$ cat src/sgps_cfg.svh
// Constants of the setting group priority selector
`ifndef SGPS_CFG_SVH
`define SGPS_CFG_SVH
`define SGPS_MAX_GROUPS 8
`define SGPS_IDX_W 3
`define SGPS_SEL_W 4
`define SGPS_SEL_NONE 4'h0
`define SGPS_ACTIVE_RST 3'h0
`define SGPS_USED_RST 3'h0
`define SGPS_OVR_RST 1'b0
`define SGPS_SYNC_STAGES 2
`endif

$ cat src/sgps_pkg.sv
// Types of the setting group priority selector
package sgps_pkg;
  typedef enum logic [1:0] {
    SGPS_IDLE = 2'b00,
    SGPS_AUTO = 2'b01,
    SGPS_FORCED = 2'b10
  } sgps_mode_t;
endpackage : sgps_pkg

$ cat src/sgps_req_sync.sv
// Request input synchroniser with rising edge detection
`timescale 1ns/1ps
`include "sgps_cfg.svh"
module sgps_req_sync #(
  parameter int WIDTH = `SGPS_MAX_GROUPS
) (
  input wire logic clk_in,
  input wire logic rst_n_in,
  input wire logic [WIDTH-1:0] req_in,
  output logic [WIDTH-1:0] level_out,
  output logic [WIDTH-1:0] rise_out
);
  logic [WIDTH-1:0] meta_q;
  logic [WIDTH-1:0] sync_q;
  logic [WIDTH-1:0] prev_q;

  initial begin
    if (WIDTH < 1) begin
      $error("sgps_req_sync: WIDTH must be at least 1");
    end
  end

  // Two stages before any logic; only sync_q reads meta_q
  always_ff @(posedge clk_in or negedge rst_n_in) begin
    if (!rst_n_in) begin
      meta_q <= '0;
      sync_q <= '0;
      prev_q <= '0;
    end else begin
      meta_q <= req_in;
      sync_q <= meta_q;
      prev_q <= sync_q;
    end
  end

  // Level is the held state, rise marks a fresh activation
  assign level_out = sync_q;
  assign rise_out = sync_q & ~prev_q;
endmodule : sgps_req_sync

$ cat src/sgps_selector.sv
// Setting group priority selector: picks the one active parameter set
`timescale 1ns/1ps
`include "sgps_cfg.svh"
module sgps_selector #(
  parameter int NUM_GROUPS = `SGPS_MAX_GROUPS
) (
  input wire logic clk_in,
  input wire logic rst_n_in,
  input wire logic [`SGPS_MAX_GROUPS-1:0] group_req_in,
  input wire logic override_enable_in,
  input wire logic [`SGPS_SEL_W-1:0] override_switch_in,
  input wire logic [`SGPS_SEL_W-1:0] remote_change_in,
  input wire logic [`SGPS_IDX_W-1:0] used_groups_in,
  output logic [`SGPS_IDX_W-1:0] active_group_out,
  output logic [`SGPS_MAX_GROUPS-1:0] active_onehot_out,
  output logic [`SGPS_MAX_GROUPS-1:0] enabled_mask_out,
  output logic [`SGPS_MAX_GROUPS-1:0] request_seen_out,
  output logic [1:0] mode_out,
  output logic active_change_out,
  output logic fail_not_enabled_out,
  output logic fail_lower_prio_out,
  output logic fail_force_out
);
  localparam int MG = `SGPS_MAX_GROUPS;

  initial begin
    if (NUM_GROUPS < 2 || NUM_GROUPS > MG) begin
      $error("sgps_selector: NUM_GROUPS must lie in 2..8");
    end
  end

  // Enabled mask from the used-groups setting, clipped to NUM_GROUPS
  // Counts above NUM_GROUPS are clipped rather than refused
  function automatic logic [MG-1:0] sgps_used_mask(
    input logic [`SGPS_IDX_W-1:0] used
  );
    logic [MG-1:0] m;
    m = '0;
    for (int i = 0; i < MG; i++) begin
      m[i] = (i <= int'(used)) && (i < NUM_GROUPS);
    end
    return m;
  endfunction : sgps_used_mask

  // Highest priority set bit: {found, index}
  // Downward loop, so the lowest set index is the last to win
  function automatic logic [`SGPS_IDX_W:0] sgps_first(
    input logic [MG-1:0] v
  );
    logic [`SGPS_IDX_W:0] r;
    r = '0;
    for (int i = MG - 1; i >= 0; i--) begin
      if (v[i]) begin
        r = {1'b1, i[`SGPS_IDX_W-1:0]};
      end
    end
    return r;
  endfunction : sgps_first

  // Operator code to group index; code zero means none
  // Codes above eight wrap; callers check the range first
  function automatic logic [`SGPS_IDX_W-1:0] sgps_code_idx(
    input logic [`SGPS_SEL_W-1:0] code
  );
    logic [`SGPS_SEL_W-1:0] t;
    t = code - 4'h1;
    return t[`SGPS_IDX_W-1:0];
  endfunction : sgps_code_idx

  // Operator code names a group inside the enabled set
  // Code zero and codes above eight are never valid
  function automatic logic sgps_code_ok(
    input logic [`SGPS_SEL_W-1:0] code,
    input logic [MG-1:0] en
  );
    logic ok;
    ok = 1'b0;
    if (code != `SGPS_SEL_NONE && code <= 4'h8) begin
      ok = en[sgps_code_idx(code)];
    end
    return ok;
  endfunction : sgps_code_ok

  // Synchronised level and fresh rise of each request pin
  logic [MG-1:0] req_level;
  logic [MG-1:0] req_rise;

  // Request pins come from outside the clock domain
  sgps_req_sync #(
    .WIDTH(MG)
  ) u_req_sync (
    .clk_in(clk_in),
    .rst_n_in(rst_n_in),
    .req_in(group_req_in),
    .level_out(req_level),
    .rise_out(req_rise)
  );

  // Active group state and its next value
  logic [`SGPS_IDX_W-1:0] active_q;
  logic [`SGPS_IDX_W-1:0] active_d;

  // Operator history, so a standing choice acts once
  logic [`SGPS_SEL_W-1:0] ovr_sw_prev_q;
  logic [`SGPS_SEL_W-1:0] rem_prev_q;
  logic ovr_prev_q;

  // Status and failure registers
  logic [1:0] mode_q;
  logic change_q;
  logic fail_ne_q;
  logic fail_lp_q;
  logic fail_fc_q;
  logic [MG-1:0] seen_q;

  // Enabled groups and operating mode
  // Override outranks idle, so a single group can still be forced
  wire [MG-1:0] en_mask = sgps_used_mask(used_groups_in);
  wire single_group = (en_mask == 8'h01);
  sgps_pkg::sgps_mode_t mode_w;
  assign mode_w = override_enable_in ? sgps_pkg::SGPS_FORCED :
                  single_group ? sgps_pkg::SGPS_IDLE :
                  sgps_pkg::SGPS_AUTO;

  // Held levels of enabled groups; a level on any enabled group is an activation
  // Disabled groups neither hold nor block anything
  wire [MG-1:0] held = req_level & en_mask;
  wire [MG-1:0] fresh = req_rise;
  logic [MG-1:0] blk;

  // Chain of blocking: a held level masks every lower priority group
  // Seven stages deep at most, short enough for one cycle
  assign blk[0] = 1'b0;
  genvar g;
  generate
    for (g = 1; g < MG; g++) begin : g_blk
      assign blk[g] = blk[g-1] | held[g-1];
    end
  endgenerate
  // Group eight has nothing below it, so its level masks nothing

  // Automatic candidates: fresh pulses and held levels not blocked
  // A pulse above a held level wins only while its synchronised level stays high
  wire [MG-1:0] auto_cand = (fresh | held) & en_mask & ~blk;
  wire [`SGPS_IDX_W:0] auto_pick = sgps_first(auto_cand);
  wire auto_hit = auto_pick[`SGPS_IDX_W];
  wire [`SGPS_IDX_W-1:0] auto_idx = auto_pick[`SGPS_IDX_W-1:0];

  // Automatic failures, counted only when inputs are heeded
  // Held levels report nothing; only fresh rises can fail
  wire auto_heeded = (mode_w == sgps_pkg::SGPS_AUTO);
  wire auto_ne = auto_heeded && |(fresh & ~en_mask);
  wire auto_lp = auto_heeded && |(fresh & en_mask & blk);

  // Forced switch acts once per new choice, like a pulse
  // Enabling override applies the standing switch value once
  wire ovr_new = (override_switch_in != ovr_sw_prev_q) || !ovr_prev_q;
  wire ovr_req = override_enable_in && ovr_new &&
                 (override_switch_in != `SGPS_SEL_NONE);
  wire ovr_ok = ovr_req &&
                sgps_code_ok(override_switch_in, en_mask);
  wire ovr_ne = ovr_req && !ovr_ok;
  wire ovr_refused = !override_enable_in &&
                     (override_switch_in != ovr_sw_prev_q) &&
                     (override_switch_in != `SGPS_SEL_NONE);
  wire [`SGPS_IDX_W-1:0] ovr_idx = sgps_code_idx(override_switch_in);

  // Remote change: needs override, refused under a higher held level
  // The force switch wins when both change in the same cycle
  wire rem_req = (remote_change_in != rem_prev_q) &&
                 (remote_change_in != `SGPS_SEL_NONE);
  wire [`SGPS_IDX_W-1:0] rem_idx = sgps_code_idx(remote_change_in);
  wire rem_en = sgps_code_ok(remote_change_in, en_mask);
  wire rem_gate = rem_req && override_enable_in;
  wire rem_ok = rem_gate && rem_en && !blk[rem_idx];
  wire rem_ne = rem_gate && !rem_en;
  wire rem_lp = rem_gate && rem_en && blk[rem_idx];
  wire rem_refused = rem_req && !override_enable_in;

  // Active group falls back to group one if its group is disabled
  // Shrinking the used count never leaves a disabled group active
  wire active_valid = en_mask[active_q];

  // Next active group, one decision per cycle
  always_comb begin
    active_d = active_q;
    // Idle pins group one; forced mode uses the request pins only to block remote changes
    unique case (mode_w)
      sgps_pkg::SGPS_IDLE: begin
        active_d = `SGPS_ACTIVE_RST;
      end
      sgps_pkg::SGPS_AUTO: begin
        if (auto_hit) begin
          active_d = auto_idx;
        end else if (!active_valid) begin
          active_d = `SGPS_ACTIVE_RST;
        end else begin
          active_d = active_q;
        end
      end
      sgps_pkg::SGPS_FORCED: begin
        if (ovr_ok) begin
          active_d = ovr_idx;
        end else if (rem_ok) begin
          active_d = rem_idx;
        end else if (!active_valid) begin
          active_d = `SGPS_ACTIVE_RST;
        end else begin
          active_d = active_q;
        end
      end
    endcase
  end

  // Active group register; output follows one cycle later
  // Change flag rises with the new value, as a status aid
  always_ff @(posedge clk_in or negedge rst_n_in) begin
    if (!rst_n_in) begin
      active_q <= `SGPS_ACTIVE_RST;
      change_q <= 1'b0;
    end else begin
      active_q <= active_d;
      change_q <= (active_d != active_q);
    end
  end

  // Previous operator values, so each choice acts only once
  // Reset to none, so a nonzero choice at start counts as new
  always_ff @(posedge clk_in or negedge rst_n_in) begin
    if (!rst_n_in) begin
      ovr_sw_prev_q <= `SGPS_SEL_NONE;
      rem_prev_q <= `SGPS_SEL_NONE;
      ovr_prev_q <= `SGPS_OVR_RST;
    end else begin
      ovr_sw_prev_q <= override_switch_in;
      rem_prev_q <= remote_change_in;
      ovr_prev_q <= override_enable_in;
    end
  end

  // Failure pulses, one cycle each, aligned with the active output
  // Pulses, not sticky flags, so a set and a clear never collide
  always_ff @(posedge clk_in or negedge rst_n_in) begin
    if (!rst_n_in) begin
      fail_ne_q <= 1'b0;
      fail_lp_q <= 1'b0;
      fail_fc_q <= 1'b0;
    end else begin
      fail_ne_q <= auto_ne | ovr_ne | rem_ne;
      fail_lp_q <= auto_lp | rem_lp;
      fail_fc_q <= ovr_refused | rem_refused;
    end
  end

  // Mode and seen levels are status only
  // Mode lags its inputs and seen the synchronised levels by one cycle, in step with the active output
  always_ff @(posedge clk_in or negedge rst_n_in) begin
    if (!rst_n_in) begin
      mode_q <= sgps_pkg::SGPS_IDLE;
      seen_q <= '0;
    end else begin
      mode_q <= mode_w;
      seen_q <= req_level;
    end
  end

  // One-hot view of the active group; exactly one bit is ever set
  // Decoded from the register, so it cannot glitch
  logic [MG-1:0] onehot;
  generate
    for (g = 0; g < MG; g++) begin : g_onehot
      assign onehot[g] = (int'(active_q) == g);
    end
  endgenerate

  // Outputs come from registers, apart from the enabled mask decode
  assign active_group_out = active_q;
  assign active_onehot_out = onehot;
  assign enabled_mask_out = en_mask;
  assign request_seen_out = seen_q;
  assign mode_out = mode_q;
  assign active_change_out = change_q;
  assign fail_not_enabled_out = fail_ne_q;
  assign fail_lower_prio_out = fail_lp_q;
  assign fail_force_out = fail_fc_q;
endmodule : sgps_selector

$ cat config.mk
export PLATFORM = sky130hd
export DESIGN_NAME = sgps_selector
export DESIGN_NICKNAME = d
export VERILOG_FILES = /design/src/sgps_pkg.sv /design/src/sgps_req_sync.sv /design/src/sgps_selector.sv
export VERILOG_INCLUDE_DIRS = /design/src
export SDC_FILE = /design/constraint.sdc
export NUM_CORES = 1
export LEC_CHECK = 0
export ABC_CLOCK_PERIOD_IN_PS = 6400
export BUFFER_PORTS_ARGS = -buffer_cell sky130_fd_sc_hd__clkbuf_2
export CAP_MARGIN = 20
export CORE_ASPECT_RATIO = 0.9
export CORE_MARGIN = 2
export CORE_UTILIZATION = 25
export CTS_CLUSTER_DIAMETER = 100
export DETAILED_ROUTE_END_ITERATION = 10
export HOLD_SLACK_MARGIN = 0.05
export MAX_ROUTING_LAYER = met4
export PLACE_DENSITY_LB_ADDON = 0.2
export REMOVE_ABC_BUFFERS = 1
export SYNTH_ARGS = -nofsm -noshare
export SYNTH_HDL_FRONTEND = slang
export SYNTH_SLANG_ARGS = --single-unit
$ cat constraint.sdc
create_clock -name clk_in -period 6.4 [get_ports clk_in]
set_clock_uncertainty 0.2 [all_clocks]
set_input_delay 0.32 -clock clk_in [delete_from_list [all_inputs] [get_ports clk_in]]
set_output_delay 0.32 -clock clk_in [all_outputs]
set_load 0.02 [all_outputs]
=== Yosys cells after proc, flatten, opt, wreduce, memory -nomap -nowiden ===
Cells that the tools add are included.
W data, S select, Z words.

* Register bits: 42
* Memory bits (writable): 0
* Memories: 0
* ROM bits: 0
* Logic and storage cells: 114
* Input bits: 22
* Output and inout port bits: 33
* Bits in latches: 0

* Add/subtract/negate cells: 2
* Reductions and logical operators: 30
* Mux-type cells: 25
* Eq/ne operators: 12
* $mul: 0
* Shift-type cells: 0
* Divide/modulo/power cells: 0
* Bitwise operators: 21
* $lt $le $gt $ge: 12

{| class="wikitable"
|+ Operators by type and width
! kind !! number
|-
| $and A8 B8 Y8 || 7
|-
| $mux W4 || 8
|-
| $not A8 Y8 || 3
|-
| $logic_and A1 B1 Y1 || 17
|-
| $reduce_or A8 Y1 || 2
|-
| $bmux W1 S3 || 4
|-
| $eq A3 B3 Y1 const B || 4
|-
| $le A3 B3 Y1 const A || 4
|-
| $lt A3 B4 Y1 const B || 3
|-
| $mux W3 || 4
|-
| $or A1 B1 Y1 || 10
|-
| $pmux W3 S3 || 1
|-
| $le A4 B4 Y1 const B || 2
|-
| $ne A4 B4 Y1 || 2
|-
| $or A8 B8 Y8 || 1
|-
| $reduce_bool A4 Y1 || 2
|-
| $logic_not A7 Y1 || 1
|-
| $mux W1 || 7
|-
| $eq A3 B2 Y1 const B || 2
|-
| $le A2 B3 Y1 const A || 2
|-
| $sub A3 B1 Y3 const B || 2
|-
| $logic_not A1 Y1 || 5
|-
| $eq A3 B1 Y1 const B || 1
|-
| $le A1 B3 Y1 const A || 1
|-
| other kinds (7) || 7
|}

=== Depth between registers and ports, before layout ===
Gate-level depths: netlist of run 1.

* Depth in word-level cells: 21
* Depth in mapped cells: 12
* Mapped depth without buffers: 10

=== By module ===
A second synthesis of run 1 with hierarchy kept.

* Cells, all modules: 239
* Area, all modules: 2595.0 µm²

{| class="wikitable"
|+ Modules (own cells, without submodules)
! module !! area each (µm²) !! cells each !! instances
|-
| sgps_selector || 1884.3 || 207 || 1
|-
| sgps_req_sync || 710.7 || 32 || 1
|}

=== Worst setup path before layout of run 1 ===
Ideal clock, no wire load.

* Path type: input to register
* Start: input remote_change_in[0]
* End: register change_q (netlist: active_change_out)
* Stages on the path: 11
* Buffers on the path: 1
* Arrival time: 2.261 ns
* Slack: 3.869 ns
* Cells stage by stage: inv_1 -> ha_1 -> buf_2 -> a211oi_2 -> o22ai_1 -> o2111ai_2 -> a21oi_4 -> o22a_1 -> nor2_1 -> mux2_2 -> nand4_2

* Longest elaborated chain between the ends: 10
* Elaborated cells between the ends (all ways): 19

{| class="wikitable"
|+ RTL lines
! what !! line !! source
|-
| start: declaration || sgps_selector.sv:12 || <nowiki>input wire logic [`SGPS_SEL_W-1:0] remote_change_in,</nowiki>
|-
| $sub A3 B1 Y3 || sgps_selector.sv:66 || <nowiki>t = code - 4'h1;</nowiki>
|-
| $bmux W1 S3 || sgps_selector.sv:79 || <nowiki>ok = en[sgps_code_idx(code)];</nowiki>
|-
| $mux W1 (implied by the code) || sgps_selector.sv:79 ||
|-
| $mux W1 || sgps_selector.sv:78 || <nowiki>if (code != `SGPS_SEL_NONE && code <= 4'h8) begin</nowiki>
|-
| $logic_and A1 B1 Y1 (2 in series) || sgps_selector.sv:175 || <nowiki>wire rem_ok = rem_gate && rem_en && !blk[rem_idx];</nowiki>
|-
| $mux W3 (*) || sgps_selector.sv:204 || <nowiki>end else if (rem_ok) begin</nowiki>
|-
| $mux W3 (*) || sgps_selector.sv:202 || <nowiki>if (ovr_ok) begin</nowiki>
|-
| $pmux W3 S3 (*) || sgps_selector.sv:188 || <nowiki>unique case (mode_w)</nowiki>
|-
| $ne A3 B3 Y1 (*) || sgps_selector.sv:223 || <nowiki>change_q <= (active_d != active_q);</nowiki>
|-
| end signal: assignment || sgps_selector.sv:223 ||
|-
| end: declaration || sgps_selector.sv:110 || <nowiki>logic change_q;</nowiki>
|}

Mark *: on every way between the ends. The rest lies on a longest branch, timed or not. The select of a mux whose other input is x is not followed.

=== Worst setup path after layout of run 1 ===
* Start: input remote_change_in[1]
* End: register change_q (netlist: active_change_out)

Same word-level chain as after synthesis.

==> results of run 1 <==
synthesized netlist by cell type, drive strengths merged, types with 4 or more instances:
| cell | count |
|---|---|
| nand3 | 7 |
| inv | 17 |
| and3 | 6 |
| nand2 | 27 |
| a21oi | 12 |
| xor2 | 7 |
| o22ai | 4 |
| a211oi | 4 |
| dfrtp | 41 |
| ha | 4 |
| buf | 7 |
| a31oi | 5 |
| nand2b | 5 |
| nor2 | 15 |
| xnor2 | 7 |
| nor3 | 5 |
| clkbuf | 5 |
| o21ai | 13 |
critical path: cells and delay by family:
family / cells / cell delay, ns
AOI/OAI and AO/OA: 5 / 1.10
buffers and inverters: 3 / 0.71
adders and majority gates: 1 / 0.41
muxes: 1 / 0.36
and+or+nand+nor: 2 / 0.22
report_power, final:
part           internal, mW  total (mW)  leakage [nW]  switching (mW)
clock network        0.0788       0.180        0.0447           0.101
registers             0.276       0.295         0.483          0.0190
logic                0.0641       0.160         0.800          0.0955
metrics by stage:
stage / instance area (µm²) / utilization, %
floorplan: 2250 / -
global placement: 2660 / 29.3
detailed placement: 2660 / 29.3
CTS: 2920 / 32.1
global route: 2940 / 32.3
finish: 2940 / 32.3
area by class of cell:
cell class              count  area [µm²]  share of cell area, %
clock inverters             3        25.0                  0.852
multi-input cells         168        1160                   39.4
well taps                 122         153                   5.20
repair buffers             70         445                   15.2
flip-flops and latches     41        1030                   34.9
inverters                  17        63.8                   2.17
clock buffers               5        68.8                   2.34
registers in the layout, summed over array words and instances, names as in the netlist, 2 cells and up:
name / flops
u_req_sync.level_out: 8
u_req_sync.meta_q: 8
u_req_sync.prev_q: 8
ovr_sw_prev_q: 4
rem_prev_q: 4
active_group_out: 3
mode_out: 2
what timing repair did:
item,CTS,global route
hold endpoints to repair,56,0
setup endpoints to repair,0,0
hold buffers,16,0
cells by family after synthesis:
kind of cell | Yosys count | share of synthesized area (%)
AO/OA/AOI/OAI | 62 | 21.0
XOR/XNOR | 14 | 5.28
adder cells (fa/ha/maj) | 5 | 2.58
buffers and inverters | 29 | 6.08
flip-flops | 41 | 44.2
multiplexers | 3 | 1.56
other | 1 | 0.161
AND/OR/NAND/NOR | 83 | 19.2
final timing paths:
kind,end,cells after the start
worst max-delay path,active_change_out,12
worst min-delay path,mode_out[1],1
worst max register to register,active_change_out,8
worst min register to register,u_req_sync.level_out[1],0
max in group asynchronous,u_req_sync.prev_q[4],3
min in group asynchronous,fail_lower_prio_out,2
routing by layer:
layer / routed length [µm] / global-route usage [%]
met5: 0 / -
met4: 32 / 3.07
met3: 341 / 2.60
met2: 2680 / 19.1
met1: 2910 / 18.0
==> results.cfg, run 1 <==
[status]
status = finished, final reports clean

[global_routing]
grt_pass1_wl_mm = 9.98
antenna_found_initial = 0
grt_pass1_vias = 1977
grt_max_degree = 42
gr-total-overflow = 0
track_usage_pct = 12.8

[clock_network]
path_clk_slew_ns = 0.09
postCtsSetupBuffers = 0
cts_tree = yes
numClockSinks = 41
clock-root-buffer = clkbuf_8
cts_inserted_buffers = 5
cts_resized = 0
clock_path_buffers = 2
h-tree-depth = 2
clk_latency_ns = 0.29

[layout]
mostFrequentLayoutCell = clkbuf_2
area_growth_syn_to_layout_pct = 26.4
fin_cells = 426
drive_above_1_share_pct = 27.6
fillers = 993
fin_nets = 329
antennaDiodeCount = 0
final_cell_mix = clkbuf_2, dfrtp_1, nand2_1

[logic_synthesis]
syn_avg_cell_area_um2 = 9.76
synth_area_leader_cell = dfrtp_1
synthArstFlopShare_pct = 100
ys_types = 68
synth_top_area_share_pct = 44.2
synth_edf_count = 0
synth_cells = 238
syn-cell-area_um2 = 2320
synth_flop_cell = dfrtp_1
synthTopCellsByArea = dfrtp_1, nand2_1, inv_1
seq_area_frac_synth_pct = 44.2
synth_seq_cells = 41
ys.warnings.count = 0

[detailed_routing]
num_vias = 1988
firstDrtPassIters = 4
wl_per_cell_um = 14.0
vias_per_cell = 4.67
first_iter_violations = 84
drc_errors = 0
postRouteAntennaNets = 0
routed_wl_mm = 5.96

[timing]
relSlewSlack_pct = 61.9
final-hold-violation-count = 0
tightest_slew_ns = 0.557
setup_violations = 0
rsz0062_at_grt = false
period_share_pct = 48.5
slew_violations = 0
min_period_ns = 3.11
final.setup.tns_ns = 0
whs_ns = 0.0644
max_freq_mhz = 322
fin_ws_ns = 3.29

[setup_path]
startpoint_type = input port
rr_startpoint = u_req_sync.level_out[1]
worst_ep_required_time_ns = 6.44
crit_arrival_ns = 3.14
critPathKind = in -> reg
cp_slowest_stage_delay_ns = 0.52
end_kind = register
rrSetupSlack_ns = 3.93
critPathLaunch = remote_change_in[1]
path_max_fanout = 9
slowest_stage = dlygate4sd3_1
path_cells = dlygate4sd3_1 > clkbuf_2 > inv_1 > ha_1 > a211oi_2 > o22ai_1 > o2111ai_2 > a21oi_4 > o22a_1 > nor2_1 > mux2_2 > nand4_2

[worst_hold_path]
min_from = override_enable_in
hold_class = in -> reg

[run]
drv_cap = 0

[floorplan]
die_w_um = 106
core_um2 = 9080
start_util_pct = 25.6
die_y_um = 95.5
boundaryPins = 55
dieArea_um2 = 10100
row_count = 33

[place]
port_buffers = 53
dp_hpwl_mm = 4.37
gp_congestion = 0.830
pre_cts_ws_ns = 3.44
placed_cells = 401

[pwr]
leakage_nw = 1.33
total_power_mw = 0.635
ir_drop_mv = 0.0845
p_per_area_nw_per_um2 = 216
Power figures use the tool's default switching activity.
==> inputs of run 2 (changes only) <==
- ABC_CLOCK_PERIOD_IN_PS: 6400 -> 2700
- clock period: 6.4 -> 2.7 ns (I/O delays scaled with it)
==> results.cfg, run 2 (same netlist as run 1, synthesis figures left out) <==
[layout]
fin_cells = 437
antennaDiodeCount = 0
fin_nets = 340
final_util_pct = 33.6
final_design_area_no_fill_um2 = 3050
area_growth_syn_to_layout_pct = 31.2
final_cell_mix = clkbuf_2, dfrtp_1, nand2_1
mostFrequentLayoutCell = clkbuf_2
drive_above_1_share_pct = 31.1

[global_routing]
grt_pass1_vias = 2043
grt_max_degree = 42
antenna_found_initial = 0
track_usage_pct = 13.2
gr-total-overflow = 0
grt_pass1_wl_mm = 10.3

[detailed_routing]
firstDrtPassIters = 4
num_vias = 2036
first_iter_violations = 56
routed_wl_mm = 6.09
postRouteAntennaNets = 0
vias_per_cell = 4.66
drc_errors = 0
wl_per_cell_um = 13.9

[floorplan]
row_count = 33
start_util_pct = 25.6
dieArea_um2 = 10100
core_um2 = 9080
boundaryPins = 55
die_w_um = 106
die_y_um = 95.5

[clock_network]
clock_path_buffers = 2
clock-root-buffer = clkbuf_8
path_clk_slew_ns = 0.09
clk_latency_ns = 0.30
numClockSinks = 41
cts_tree = yes
cts_inserted_buffers = 5
h-tree-depth = 2

[timing]
min_period_ns = 2.60
slew_violations = 0
final.setup.tns_ns = 0
period_share_pct = 96.4
final-hold-violation-count = 0
tightest_slew_ns = 0.589
max_freq_mhz = 384
setup_violations = 0
whs_ns = 0.0529
fin_ws_ns = 0.0969
relSlewSlack_pct = 59.7

[setup_path]
critPathBufInv = 3
startpoint_type = input port
worst_ep_required_time_ns = 2.68
r2r_end = active_change_out
rr_startpoint = u_req_sync.level_out[1]
cp_slowest_stage_delay_ns = 0.54
critPathTopFamily = buffers and inverters
reg2reg_depth = 8
slowest_stage = dlygate4sd3_1
path_cells = dlygate4sd3_1 > clkbuf_2 > inv_1 > ha_2 > xnor2_2 > nand2_1 > a311oi_4 > nand3_2 > and3_4 > o31ai_4 > mux2_4 > nand4_2
crit_arrival_ns = 2.58
rrSetupSlack_ns = 0.25
critPathKind = in -> reg
path_max_fanout = 3
end_kind = register

[pwr]
ir_drop_mv = 0.202
seqPwrFrac_pct = 45.6
p_switching_mw = 0.513
total_power_mw = 1.52
clkPwrFrac_pct = 27.5
p_int_mw = 1.01
combPwrFrac_pct = 26.9
p_per_area_nw_per_um2 = 499
switching_share_pct = 33.7
leakage_nw = 1.38

[place]
dp_hpwl_mm = 4.48
placed_cell_area_um2 = 2700
port_buffers = 53
placed_cells = 406
pre_cts_ws_ns = 0.127
gp_congestion = 0.919

[worst_hold_path]
hold_class = in -> async

[run]
drv_cap = 0

[status]
status = finished, final reports clean
## run 2: cell count changes in the layout (fill, tap and decap cells not counted), sizes merged
cell	before	now
buf	1	10
dlygate4sd3	16	18
## run 2: how the worst max path moves through the flow
stage / from / endpoint / slack, ns / cells after the start
finish: override_switch_in[0] / active_change_out / 0.1 / 12
CTS: override_switch_in[0] / active_change_out / 0.02 / 12
floorplan: remote_change_in[0] / active_change_out / 0.38 / 10
global placement: remote_change_in[1] / active_change_out / 0.17 / 11
global route: override_switch_in[0] / active_change_out / -0.04 / 12
detailed placement: remote_change_in[1] / active_change_out / 0.13 / 11
## run 2: area by class of cell
| type | count | area (µm²) |
|---|---|---|
| repair buffers | 81 | 533 |
| flip-flops and latches | 41 | 1030 |
| clock inverters | 3 | 21.3 |
| fillers | 985 | 6040 |
| inverters | 17 | 63.8 |
| multi-input cells | 168 | 1180 |
| clock buffers | 5 | 68.8 |
| well taps | 122 | 153 |
## run 2: power by group through the flow
stage	logic [mW]	registers, mW	clock network (mW)
2_1_floorplan	0.203	0.730	0
3_3_place_gp	0.373	0.706	0
3_5_place_dp	0.377	0.707	0
4_1_cts	0.398	0.694	0.438
5_1_grt	0.457	0.702	0.475
6_report	0.409	0.694	0.419
## run 2: what timing repair did
item                                   4_1_cts  5_1_grt
setup endpoints to repair                    0        1
endpoints found under the hold margin       59        0
buffers inserted                             0        4
resized for setup                            0        5
hold buffers                                18        0
## run 2: per-layer routing
layer	track usage, %	up-vias	routed length [µm]
met5	-	-	0
met4	2.96	0	37
met3	2.46	4	343
met2	20.8	58	2710
met1	17.8	987	3000
li1	-	987	-
